===== config.mk =====
export PLATFORM = sky130hd
export DESIGN_NAME = arj_top
export DESIGN_NICKNAME = d
export VERILOG_FILES = /design/src/rtl/arj_pkg.sv /design/src/rtl/arj_trig_if.sv /design/src/rtl/arj_top.sv /design/src/rtl/arj_trig_edge.sv
export SDC_FILE = /design/constraint.sdc
export NUM_CORES = 1
export LEC_CHECK = 0
export BUFFER_PORTS_ARGS = -buffer_cell sky130_fd_sc_hd__buf_2
export CORE_AREA = 2 2 122 124
export CTS_BUF_LIST = sky130_fd_sc_hd__clkbuf_2
export DETAILED_ROUTE_END_ITERATION = 16
export DIE_AREA = 0 0 124 126
export HOLD_SLACK_MARGIN = 0.02
export SYNTH_ARGS = -nofsm -noshare
export SYNTH_HDL_FRONTEND = slang
export SYNTH_SLANG_ARGS = --single-unit

===== constraint.sdc =====
create_clock -name clk_in -period 2 [get_ports clk_in]
set_input_delay 0.1 -clock clk_in [delete_from_list [all_inputs] [get_ports clk_in]]
set_output_delay 0.1 -clock clk_in [all_outputs]
set_load 0.005 [all_outputs]

===== src/rtl/arj_pkg.sv =====
package arj_pkg;
  localparam int unsigned ADDR_W = 3;
  localparam int unsigned DATA_W = 8;
  localparam int unsigned RESULT_W = 10;
  localparam int unsigned TRIG_SEL_W = 5;
  localparam int unsigned TRIG_SRC_N = 32;
  // Register indices
  localparam logic [ADDR_W-1:0] OFS_CTL0 = 3'h0;
  localparam logic [ADDR_W-1:0] OFS_CTL1 = 3'h1;
  localparam logic [ADDR_W-1:0] OFS_TRIG = 3'h2;
  localparam logic [ADDR_W-1:0] OFS_RES_HI = 3'h3;
  localparam logic [ADDR_W-1:0] OFS_RES_LO = 3'h4;
  // converter_control_zero fields
  localparam int unsigned CTL0_ON_BIT = 0;
  localparam int unsigned CTL0_GO_BIT = 1;
  localparam int unsigned CTL0_CHS_LSB = 2;
  // converter_control_one fields
  localparam int unsigned CTL1_FMT_BIT = 7;
  localparam int unsigned CTL1_CLK_LSB = 4;
  localparam int unsigned CTL1_REF_LSB = 0;
  localparam logic [DATA_W-1:0] CTL1_WMASK = 8'hF3;
  localparam logic [DATA_W-1:0] CTL_RST = 8'h00;
  localparam logic [TRIG_SEL_W-1:0] TRIG_RST = 5'h00;
  localparam logic [TRIG_SEL_W-1:0] TRIG_NONE = 5'h00;
  localparam logic [5:0] RSVD6 = 6'h00;
  localparam logic [DATA_W-1:0] RD_ZERO = 8'h00;
  localparam logic FMT_LEFT = 1'b0;
  localparam logic FMT_RIGHT = 1'b1;

  typedef struct packed {
    logic [DATA_W-1:0] ctl0;
    logic [DATA_W-1:0] ctl1;
    logic [TRIG_SEL_W-1:0] trig_sel;
    logic [DATA_W-1:0] res_hi;
    logic [DATA_W-1:0] res_lo;
    logic [DATA_W-1:0] rdata;
    logic start;
  } arj_top_s;

  typedef struct packed {
    logic [TRIG_SRC_N-1:0] sync1;
    logic [TRIG_SRC_N-1:0] sync2;
    logic prev;
    logic pulse;
  } arj_edge_s;
endpackage


===== src/rtl/arj_trig_if.sv =====
`timescale 1ns/100ps
`default_nettype none
interface arj_trig_if;
  logic [arj_pkg::TRIG_SEL_W-1:0] sel;
  logic pulse;
  modport ctrl (output sel, input pulse);
  modport edge_det (input sel, output pulse);
endinterface
`default_nettype wire


===== src/rtl/arj_top.sv =====
`timescale 1ns/100ps
`default_nettype none
module arj_top (
  input wire logic clk_in,
  input wire logic srst_in,
  input wire logic [arj_pkg::ADDR_W-1:0] addr_in,
  input wire logic [arj_pkg::DATA_W-1:0] wdata_in,
  input wire logic wr_in,
  input wire logic rd_in,
  output logic [arj_pkg::DATA_W-1:0] rdata_out,
  input wire logic [arj_pkg::TRIG_SRC_N-1:0] trig_src_in,
  input wire logic conv_done_in,
  input wire logic [arj_pkg::RESULT_W-1:0] conv_result_in,
  output logic conv_start_out,
  output logic converter_power_on_out,
  output logic result_format_select_out,
  output logic [5:0] input_channel_select_out,
  output logic [2:0] clk_div_sel_out,
  output logic [1:0] ref_sel_out
);
  arj_pkg::arj_top_s s;
  arj_pkg::arj_top_s next_s;
  logic fmt;
  logic go_set;

  arj_trig_if tif ();

  arj_trig_edge u_edge (
    .clk_in(clk_in),
    .srst_in(srst_in),
    .src_in(trig_src_in),
    .tif(tif.edge_det)
  );

  assign tif.sel = s.trig_sel;
  assign fmt = s.ctl1[arj_pkg::CTL1_FMT_BIT];

  always_comb
  begin
    next_s = s;
    go_set = 1'b0;
    next_s.rdata = arj_pkg::RD_ZERO;
    next_s.start = 1'b0;
    if (wr_in)
    begin
      case (addr_in)
        arj_pkg::OFS_CTL0: next_s.ctl0 = wdata_in;
        arj_pkg::OFS_CTL1: next_s.ctl1 = wdata_in & arj_pkg::CTL1_WMASK;
        arj_pkg::OFS_TRIG: next_s.trig_sel = wdata_in[arj_pkg::TRIG_SEL_W-1:0];
        arj_pkg::OFS_RES_HI: next_s.res_hi = wdata_in;
        arj_pkg::OFS_RES_LO: next_s.res_lo = wdata_in;
        default: next_s.rdata = arj_pkg::RD_ZERO;
      endcase
      go_set = (addr_in == arj_pkg::OFS_CTL0) && wdata_in[arj_pkg::CTL0_GO_BIT];
    end
    if (rd_in)
    begin
      case (addr_in)
        arj_pkg::OFS_CTL0: next_s.rdata = s.ctl0;
        arj_pkg::OFS_CTL1: next_s.rdata = s.ctl1;
        arj_pkg::OFS_TRIG: next_s.rdata = {3'h0, s.trig_sel};
        arj_pkg::OFS_RES_HI: next_s.rdata = s.res_hi;
        arj_pkg::OFS_RES_LO: next_s.rdata = s.res_lo;
        default: next_s.rdata = arj_pkg::RD_ZERO;
      endcase
    end
    if (tif.pulse)
    begin
      go_set = 1'b1;
    end
    // Completion clears busy, but a new start in the same cycle wins
    if (conv_done_in)
    begin
      next_s.ctl0[arj_pkg::CTL0_GO_BIT] = 1'b0;
      // Completion beats a software write to the results in the same cycle
      if (fmt == arj_pkg::FMT_RIGHT)
      begin
        next_s.res_hi = {arj_pkg::RSVD6, conv_result_in[9:8]};
        next_s.res_lo = conv_result_in[7:0];
      end
      else
      begin
        next_s.res_hi = conv_result_in[9:2];
        next_s.res_lo = {conv_result_in[1:0], arj_pkg::RSVD6};
      end
    end
    if (go_set && next_s.ctl0[arj_pkg::CTL0_ON_BIT])
    begin
      next_s.ctl0[arj_pkg::CTL0_GO_BIT] = 1'b1;
    end
    else if (!next_s.ctl0[arj_pkg::CTL0_ON_BIT])
    begin
      next_s.ctl0[arj_pkg::CTL0_GO_BIT] = 1'b0;
    end
    next_s.start = next_s.ctl0[arj_pkg::CTL0_GO_BIT] && !s.ctl0[arj_pkg::CTL0_GO_BIT];
  end

  always_ff @(posedge clk_in)
  begin
    // No reset on the results: contents must survive every reset
    s.res_hi <= next_s.res_hi;
    s.res_lo <= next_s.res_lo;
    if (srst_in)
    begin
      s.ctl0 <= arj_pkg::CTL_RST;
      s.ctl1 <= arj_pkg::CTL_RST;
      s.trig_sel <= arj_pkg::TRIG_RST;
      s.rdata <= arj_pkg::RD_ZERO;
      s.start <= 1'b0;
    end
    else
    begin
      s.ctl0 <= next_s.ctl0;
      s.ctl1 <= next_s.ctl1;
      s.trig_sel <= next_s.trig_sel;
      s.rdata <= next_s.rdata;
      s.start <= next_s.start;
    end
  end

  assign rdata_out = s.rdata;
  assign conv_start_out = s.start;
  assign converter_power_on_out = s.ctl0[arj_pkg::CTL0_ON_BIT];
  assign result_format_select_out = fmt;
  assign input_channel_select_out = s.ctl0[arj_pkg::CTL0_CHS_LSB +: 6];
  assign clk_div_sel_out = s.ctl1[arj_pkg::CTL1_CLK_LSB +: 3];
  assign ref_sel_out = s.ctl1[arj_pkg::CTL1_REF_LSB +: 2];

  a_left_high_bits: assert property (@(posedge clk_in)
    conv_done_in && !fmt |=> s.res_hi == $past(conv_result_in[9:2]))
    else $error("left high register wrong");
  a_left_low_bits: assert property (@(posedge clk_in)
    conv_done_in && !fmt |=> s.res_lo[7:6] == $past(conv_result_in[1:0]))
    else $error("left low register wrong");
  a_right_high_bits: assert property (@(posedge clk_in)
    conv_done_in && fmt |=> s.res_hi[1:0] == $past(conv_result_in[9:8]))
    else $error("right high register wrong");
  a_right_low_bits: assert property (@(posedge clk_in)
    conv_done_in && fmt |=> s.res_lo == $past(conv_result_in[7:0]))
    else $error("right low register wrong");
  a_format_picks_layout: assert property (@(posedge clk_in)
    conv_done_in |=> ($past(fmt) ? s.res_hi[7:2] == arj_pkg::RSVD6 : s.res_lo[5:0] == arj_pkg::RSVD6))
    else $error("layout does not follow format bit");
  a_results_kept: assert property (@(posedge clk_in)
    !conv_done_in && !(wr_in && (addr_in == arj_pkg::OFS_RES_HI || addr_in == arj_pkg::OFS_RES_LO))
      |=> $stable(s.res_hi) && $stable(s.res_lo))
    else $error("result changed without cause");
  a_results_readable: assert property (@(posedge clk_in) disable iff (srst_in)
    rd_in && addr_in == arj_pkg::OFS_RES_LO ##1 !srst_in |-> rdata_out == $past(s.res_lo))
    else $error("result low read wrong");
  a_both_loaded: assert property (@(posedge clk_in)
    conv_done_in |=> {s.res_hi, s.res_lo} == ($past(fmt)
      ? {arj_pkg::RSVD6, $past(conv_result_in), 8'h00} >> 8 | {6'h00, $past(conv_result_in)}
      : {$past(conv_result_in), arj_pkg::RSVD6}))
    else $error("results not loaded together");

  // Register bus
  a_read_idle_zero: assert property (@(posedge clk_in)
    !rd_in |=> rdata_out == arj_pkg::RD_ZERO)
    else $error("read data not zero when idle");
  a_read_unmapped_zero: assert property (@(posedge clk_in)
    rd_in && addr_in > arj_pkg::OFS_RES_LO |=> rdata_out == arj_pkg::RD_ZERO)
    else $error("unmapped read not zero");
  a_read_control_zero: assert property (@(posedge clk_in) disable iff (srst_in)
    rd_in && addr_in == arj_pkg::OFS_CTL0 |=> rdata_out == $past(s.ctl0))
    else $error("control zero read wrong");
  a_read_control_one: assert property (@(posedge clk_in) disable iff (srst_in)
    rd_in && addr_in == arj_pkg::OFS_CTL1 |=> rdata_out == $past(s.ctl1))
    else $error("control one read wrong");
  a_read_trigger_select: assert property (@(posedge clk_in) disable iff (srst_in)
    rd_in && addr_in == arj_pkg::OFS_TRIG |=> rdata_out[arj_pkg::TRIG_SEL_W-1:0] == $past(tif.sel)
      && (rdata_out >> arj_pkg::TRIG_SEL_W) == arj_pkg::RD_ZERO)
    else $error("trigger select read wrong");
  a_read_result_high: assert property (@(posedge clk_in) disable iff (srst_in)
    rd_in && addr_in == arj_pkg::OFS_RES_HI ##1 !srst_in |-> rdata_out == $past(s.res_hi))
    else $error("result high read wrong");
  a_write_control_one: assert property (@(posedge clk_in) disable iff (srst_in)
    wr_in && addr_in == arj_pkg::OFS_CTL1 |=> s.ctl1 == ($past(wdata_in) & arj_pkg::CTL1_WMASK))
    else $error("control one write wrong");
  a_write_trigger_select: assert property (@(posedge clk_in) disable iff (srst_in)
    wr_in && addr_in == arj_pkg::OFS_TRIG |=> tif.sel == $past(wdata_in[arj_pkg::TRIG_SEL_W-1:0]))
    else $error("trigger select write wrong");
  a_write_result_high: assert property (@(posedge clk_in)
    wr_in && addr_in == arj_pkg::OFS_RES_HI && !conv_done_in |=> s.res_hi == $past(wdata_in))
    else $error("result high write lost");
  a_write_result_low: assert property (@(posedge clk_in)
    wr_in && addr_in == arj_pkg::OFS_RES_LO && !conv_done_in |=> s.res_lo == $past(wdata_in))
    else $error("result low write lost");
  a_power_follows_write: assert property (@(posedge clk_in) disable iff (srst_in)
    wr_in && addr_in == arj_pkg::OFS_CTL0 |=> converter_power_on_out == $past(wdata_in[arj_pkg::CTL0_ON_BIT]))
    else $error("power bit write wrong");
  a_control_one_gap: assert property (@(posedge clk_in) disable iff (srst_in)
    (s.ctl1 & ~arj_pkg::CTL1_WMASK) == arj_pkg::RD_ZERO)
    else $error("unused control one bits set");
  a_reset_clears_control: assert property (@(posedge clk_in)
    srst_in |=> s.ctl0 == arj_pkg::CTL_RST && s.ctl1 == arj_pkg::CTL_RST && tif.sel == arj_pkg::TRIG_RST
      && !conv_start_out)
    else $error("control not cleared by reset");

  // Start and busy: power off must win over any start
  a_start_one_cycle: assert property (@(posedge clk_in) disable iff (srst_in)
    conv_start_out |=> !conv_start_out)
    else $error("start pulse longer than one cycle");
  a_start_needs_power: assert property (@(posedge clk_in) disable iff (srst_in)
    conv_start_out |-> converter_power_on_out)
    else $error("start while powered down");
  a_busy_needs_power: assert property (@(posedge clk_in) disable iff (srst_in)
    s.ctl0[arj_pkg::CTL0_GO_BIT] |-> s.ctl0[arj_pkg::CTL0_ON_BIT])
    else $error("busy while powered down");
  a_done_clears_busy: assert property (@(posedge clk_in) disable iff (srst_in)
    conv_done_in && !tif.pulse && !(wr_in && addr_in == arj_pkg::OFS_CTL0) |=> !s.ctl0[arj_pkg::CTL0_GO_BIT])
    else $error("busy not cleared by completion");
  a_trigger_starts_conversion: assert property (@(posedge clk_in) disable iff (srst_in)
    tif.pulse && converter_power_on_out && !s.ctl0[arj_pkg::CTL0_GO_BIT]
      && !(wr_in && addr_in == arj_pkg::OFS_CTL0) |=> conv_start_out)
    else $error("trigger edge gave no start");
endmodule
`default_nettype wire


===== src/rtl/arj_trig_edge.sv =====
`timescale 1ns/100ps
`default_nettype none
module arj_trig_edge (
  input wire logic clk_in,
  input wire logic srst_in,
  input wire logic [arj_pkg::TRIG_SRC_N-1:0] src_in,
  arj_trig_if.edge_det tif
);
  arj_pkg::arj_edge_s s;
  arj_pkg::arj_edge_s next_s;
  logic cur;

  always_comb
  begin
    next_s = s;
    cur = s.sync2[tif.sel];
    next_s.sync1 = src_in;
    next_s.sync2 = s.sync1;
    next_s.prev = cur;
    // A low-to-high change of the chosen source, or a move of the selection onto a high source, starts a conversion
    next_s.pulse = (tif.sel != arj_pkg::TRIG_NONE) && cur && !s.prev;
  end

  always_ff @(posedge clk_in)
  begin
    if (srst_in)
    begin
      s <= '0;
    end
    else
    begin
      s <= next_s;
    end
  end

  assign tif.pulse = s.pulse;

  a_trig_rising_edge: assert property (@(posedge clk_in) disable iff (srst_in)
    (tif.pulse |-> $past(s.sync2[tif.sel]) && !$past(s.prev) && tif.sel != arj_pkg::TRIG_NONE)
    or ($past(tif.sel) != tif.sel))
    else $error("trigger pulse without rising edge");
endmodule
`default_nettype wire


# --- Yosys cells after proc, flatten, opt, wreduce, memory -nomap -nowiden ---
# Cells that the tools add are included.
totals:
  ff_bits: 110
  input_bits: 58
  output_inout_bits: 22
  elab_cells: 51
classes:
  order_cmp: 1
  n_eq_ne: 4
  mux: 17
  n_reduce_logical: 17
op_table:
  columns: ["op", "n"]
  rows:
  - ["case mux 8 bit (5 select lines)", 1]
  - ["2-to-1 mux 39 bit", 1]
  - ["2-to-1 mux 16 bit", 2]
  - ["2-to-1 mux 8 bit", 4]
  - ["AND reduction 2 bit", 5]
  - ["== test 3 x 2 -> 1 bit, second input constant", 2]
  - ["< comparator 5 x 6 -> 1 bit, second input constant", 1]
  - ["2-to-1 mux 1 bit", 6]
  - ["nonzero test 2 bit", 3]
  - ["binary-select mux 1 bit (select 5 bit)", 1]
  - ["logical AND 1 bit", 5]
  - ["2-to-1 mux 5 bit", 1]
  - ["nonzero test 5 bit", 1]
  - ["== test 3 x 1 -> 1 bit, second input constant", 1]
  - ["== test 3 bit, second input constant", 1]
  - ["logical NOT 3 bit", 1]
  - ["logical NOT 1 bit", 2]
  - ["2-to-1 mux 2 bit", 1]

# --- Logic depth before layout (Yosys ltp) ---
depth:
  word_depth: 7
  ltp_mapped: 6
  depth_no_buf: 4

# --- Hierarchy ---
# Synthesis repeated with hierarchy kept, for this count alone.
hier_totals:
  hier_cells: 368
  area_unflattened_um2: 4250.3
by_module_without_submodules:
  columns: ["module", "n_inst", "cells_each", "area_each_um2", "seq_area_each_um2"]
  rows:
  - ["arj_top", 1, 200, 2158.3, 1041.0]
  - ["arj_trig_edge", 1, 168, 2092.0, 1321.3]

# --- Least setup slack after synthesis ---
# No wires, ideal clock.
synth_path:
  path_kind: "reg2reg"
  start: "reg s (netlist bit tif.sel[0])"
  end: "reg u_edge.s (netlist bit u_edge.tif.pulse)"
  setup_time_ps: 120
  t_arrival_ps: 1423
  required_ps: 1880
  path_slack_ps: 456
  stages_incl_launch_ff: 6
  n_path_buf: 1
  synth_period_minus_slack_ps: 1544
  cell_sequence: "dfxtp_1 buf_6 mux4_1 and3_2 nor3_2 nor4_2"
synth_via:
  elab_chain_cells: 4
  elab_cells_between_ends: 5
  cone_classes: "mux: 2; reduce/logical: 3"
synth_lines:
  columns: ["item", "line", "source"]
  rows:
  - ["start, declared", "arj_top.sv:21", "arj_pkg::arj_top_s s;"]
  - ["binary-select mux 1 bit (select 5 bit)", "arj_trig_edge.sv:16", "cur = s.sync2[tif.sel];"]
  - ["2-to-1 mux 1 bit (implied by the code)", "arj_trig_edge.sv:16", null]
  - ["logical AND 1 bit (*) (2 in a row)", "arj_trig_edge.sv:21", "next_s.pulse = (tif.sel != arj_pkg::TRIG_NONE) && cur && !s.prev;"]
  - ["end signal, assigned", "arj_trig_edge.sv:32", "s <= next_s;"]
  - ["end, declared", "arj_trig_edge.sv:9", "arj_pkg::arj_edge_s s;"]
# Mark *: on every way between the ends. The rest lies on a longest branch, timed or not. The select of a mux whose other input is x is not followed.
# A chain may end at the register's enable or synchronous reset.

# --- Worst setup path after layout ---
# Ends and elaborated chain as after synthesis.

==> reports/qor.json <==
{
  "result_of_the_run": "completed",
  "cts-root-buf": "clkbuf_2",
  "routed_wire_length_per_instance_um": 13.71,
  "timing.clock.skew_ns": 0.02991,
  "hold_path.class": "input port to flip-flop",
  "power.sequential.fraction_pct": 60.3,
  "max_clock_freq_ghz": 0.5307,
  "post_synth.cell_area_avg_um2": 11.51,
  "die_height_um": 126,
  "detailroute.via_count": 2954,
  "vias_per_cell": 4.416,
  "power-per-cell-area_mw_per_mm2": 732.8,
  "final_design_area_no_fill_mm2": 0.005389,
  "yosys-top-cells-area": "dfxtp_1, edfxtp_1, nor2b_1, mux2i_1, mux4_1",
  "cts_post_setup_buffers_inserted": 0,
  "synth_sequential_area_ratio_pct": 55.94,
  "clock_tree.buffer_depth": 2,
  "required_time_of_the_worst_setup_path_ns": 2.51,
  "cts-buffers-inserted": 9,
  "switching_share_pct": 23.61,
  "initial_utilization_pct": 29.50,
  "finalCoreUtilization_pct": 37.65,
  "layout_setup_ws_ns": 0.1157,
  "p_clk_share_pct": 29.4,
  "final.setup.tns_ns": 0,
  "post-synth-top-area-fraction_pct": 44.56,
  "cts_tree": "yes",
  "htree_levels": 3,
  "numPlacedInstances": 593,
  "n_antenna_cell": 0,
  "grt_antenna_before_repair": 0,
  "timing.final.crit_period_ns": 1.884,
  "worst_margin_pin_slew_ns": 1.109,
  "tritoncts_num_sinks": 110,
  "placement.setup.worst_slack_ns": 0.1571,
  "detail_route.drc_violations": 0,
  "netlist_instances": 367,
  "postPlaceCellArea_mm2": 0.004642,
  "drive_above_1_share_pct": 23.71,
  "netlist.top_cell.by_area": "dfxtp_1",
  "slew_headroom_pct": 25.94,
  "grt_start_max_net_pins": 40,
  "critical_path_arrival_ns": 2.40,
  "netlist_top_cells_count": "dfxtp_1, nor2b_1, mux2i_1",
  "number_of_inserted_filler_cells_in_the_final_layout": 1411,
  "drv_slew": 0,
  "cp_max_fo": 10,
  "async_flop_share_pct": 0,
  "timing.hold.worst.start": "trig_src_in[20]",
  "gr-usage-all-layers_pct": 11.86,
  "grt-ovfl-total": 0,
  "timing.hold.worst_path_depth": 3,
  "syn_area_mm2": 0.004223,
  "placement_rows": 44,
  "post-route-period-util_pct": 94.22,
  "cts.clk_slew.worst_paths_ns": 0.28,
  "ir_drop_mv": 0.3956,
  "io-pin-count": 80,
  "crit-reg2reg-capture": "u_edge.tif.pulse",
  "rsz0062_at_grt": "false",
  "total_switching_power_uw": 932.3,
  "postRouteWirelength_um": 9174,
  "dpl.hpwl_um": 6390,
  "hold_viol": 0,
  "origin_of_the_critical_flop_to_flop_path": "tif.sel[0]",
  "synth_edf_count": 16,
  "areaGrowthSynthToFinish_pct": 27.61,
  "worst_setup_path_end_kind": "flip-flop",
  "most_repeated_cell_in_the_gate_level_netlist_after_synthesis": "dfxtp_1",
  "cp-start-kind": "flip-flop",
  "reg2reg_depth": 4,
  "pwr-share-comb_pct": 10.4,
  "grt_first_pass_wirelength_um": 14130,
  "report.final.setup_viol": 0,
  "clock_network_latency_to_the_later_pin_of_the_worst_skew_pair_ns": 0.59,
  "post_synthesis_cell_type_count": 41,
  "cap_violations": 0,
  "ys_warn_count": 0,
  "p_total_mw": 3.949,
  "ys_seq_elements": 110,
  "die_width_um": 124,
  "cellInternalPower_mw": 3.017,
  "die_area_mm2": 0.01562,
  "p_leak_nw": 2.186,
  "leading_register_cell_type_out_of_synthesis": "dfxtp_1",
  "worst_hold_slack_ns": 0.2256,
  "layoutNonFillerInstCount": 669,
  "coreArea_mm2": 0.01431,
  "whs_endpoint": "u_edge.next_s[22]",
  "worstSetupPathType": "flip-flop to flip-flop",
  "final_stage_net_count": 538,
  "synth.net_count": 425,
  "dr.first_iter.drc_count": 154,
  "globalplace.congestion": 0.7939,
  "ff2ff_setup_slack_ns": 0.12,
  "io_buffer_count": 79,
  "detail-route-antenna-nets": 0,
  "detail_route.first_pass.iterations": 4,
  "first_global_vias": 2832
}
## flip-flops by register name, indices dropped and copies added (netlist names), 2 cells and up
register                  cells
s                            17
ref_sel_out                   2
input_channel_select_out      6
tif.sel                       5
u_edge.next_s                32
rdata_out                     8
clk_div_sel_out               3
u_edge.s                     33
## area by class of cell
type	instances	area, µm²	area share [%]
clock inverters	7	101.3	1.881
clock buffers	9	45.04	0.8358
inverters	1	3.754	0.06965
flip-flops and latches	110	2362	43.84
multi-input cells	211	1590	29.51
well taps	184	230.2	4.272
repair buffers	147	1056	19.60
## worst max-delay path by stage
stage                           from          endpoint  slack, ns
after floorplan           tif.sel[0]  u_edge.tif.pulse       0.46
after global placement    tif.sel[0]  u_edge.tif.pulse       0.24
after detailed placement  tif.sel[0]  u_edge.tif.pulse       0.16
after CTS                 tif.sel[0]  u_edge.tif.pulse       0.12
after global routing      tif.sel[0]  u_edge.tif.pulse       0.07
final                     tif.sel[0]  u_edge.tif.pulse       0.12
## placed cells by master, fill, tap and decap left out, types with 2 or more instances in the layout
cell           instances
a22o_1                16
nand3b_1               2
o21ai_0                4
buf_2                 79
nor2_1                18
clkbuf_2               9
a21oi_1               12
mux2i_1               22
nand2_1               14
edfxtp_1              16
buf_4                  8
and2b_1                2
a31o_2                 2
nand3_1                7
mux4_1                 6
dfxtp_1               94
bufinv_16              2
o21a_1                 2
nor4bb_1               2
inv_8                  2
a2bb2oi_1              9
dlygate4sd3_1         60
nor2b_1               71
mux2_2                 5
## cell families (layout without fill, tap and decap cells)
family / count (synthesis) / count (layout) / synth area share [%]
muxes: 34 / 34 / 10.81
AOI/OAI and AO/OA: 50 / 50 / 8.889
and+or+nand+nor: 127 / 127 / 17.96
DFF: 110 / 110 / 55.94
buffers and inverters: 46 / 164 / 6.400
## critical path, stage by stage, from the launching register on
cell     delay, ns
dfxtp_1       0.71
mux4_1        0.61
and3_2        0.23
nor3_2        0.20
nor4_2        0.07
## timing repair
item / in CTS / in global routing
gates resized for setup: 0 / 0
hold buffers: 60 / 0
endpoints found under the hold margin: 78 / 0
## power by group through the flow
stage | Sequential [mW] | Combinational, mW | Clock (mW)
2_1_floorplan | 2.41 | 0.214 | 0
3_3_place_gp | 2.42 | 0.316 | 0
3_5_place_dp | 2.42 | 0.321 | 0
4_1_cts | 2.38 | 0.409 | 1.20
5_1_grt | 2.39 | 0.449 | 1.27
6_report | 2.38 | 0.410 | 1.16
## routing by layer
metal  GRT usage, %  part of all wire, %  vias to the layer above  wire length, µm
met1          14.29                   45                     1361             4141
met5              0                    0                        -                0
met4          4.032                  1.8                        0              166
met2          20.33                   47                      100             4353
met3          3.125                  5.6                       15              512
li1               -                    -                     1478                -
Power figures use the tool's default switching activity.
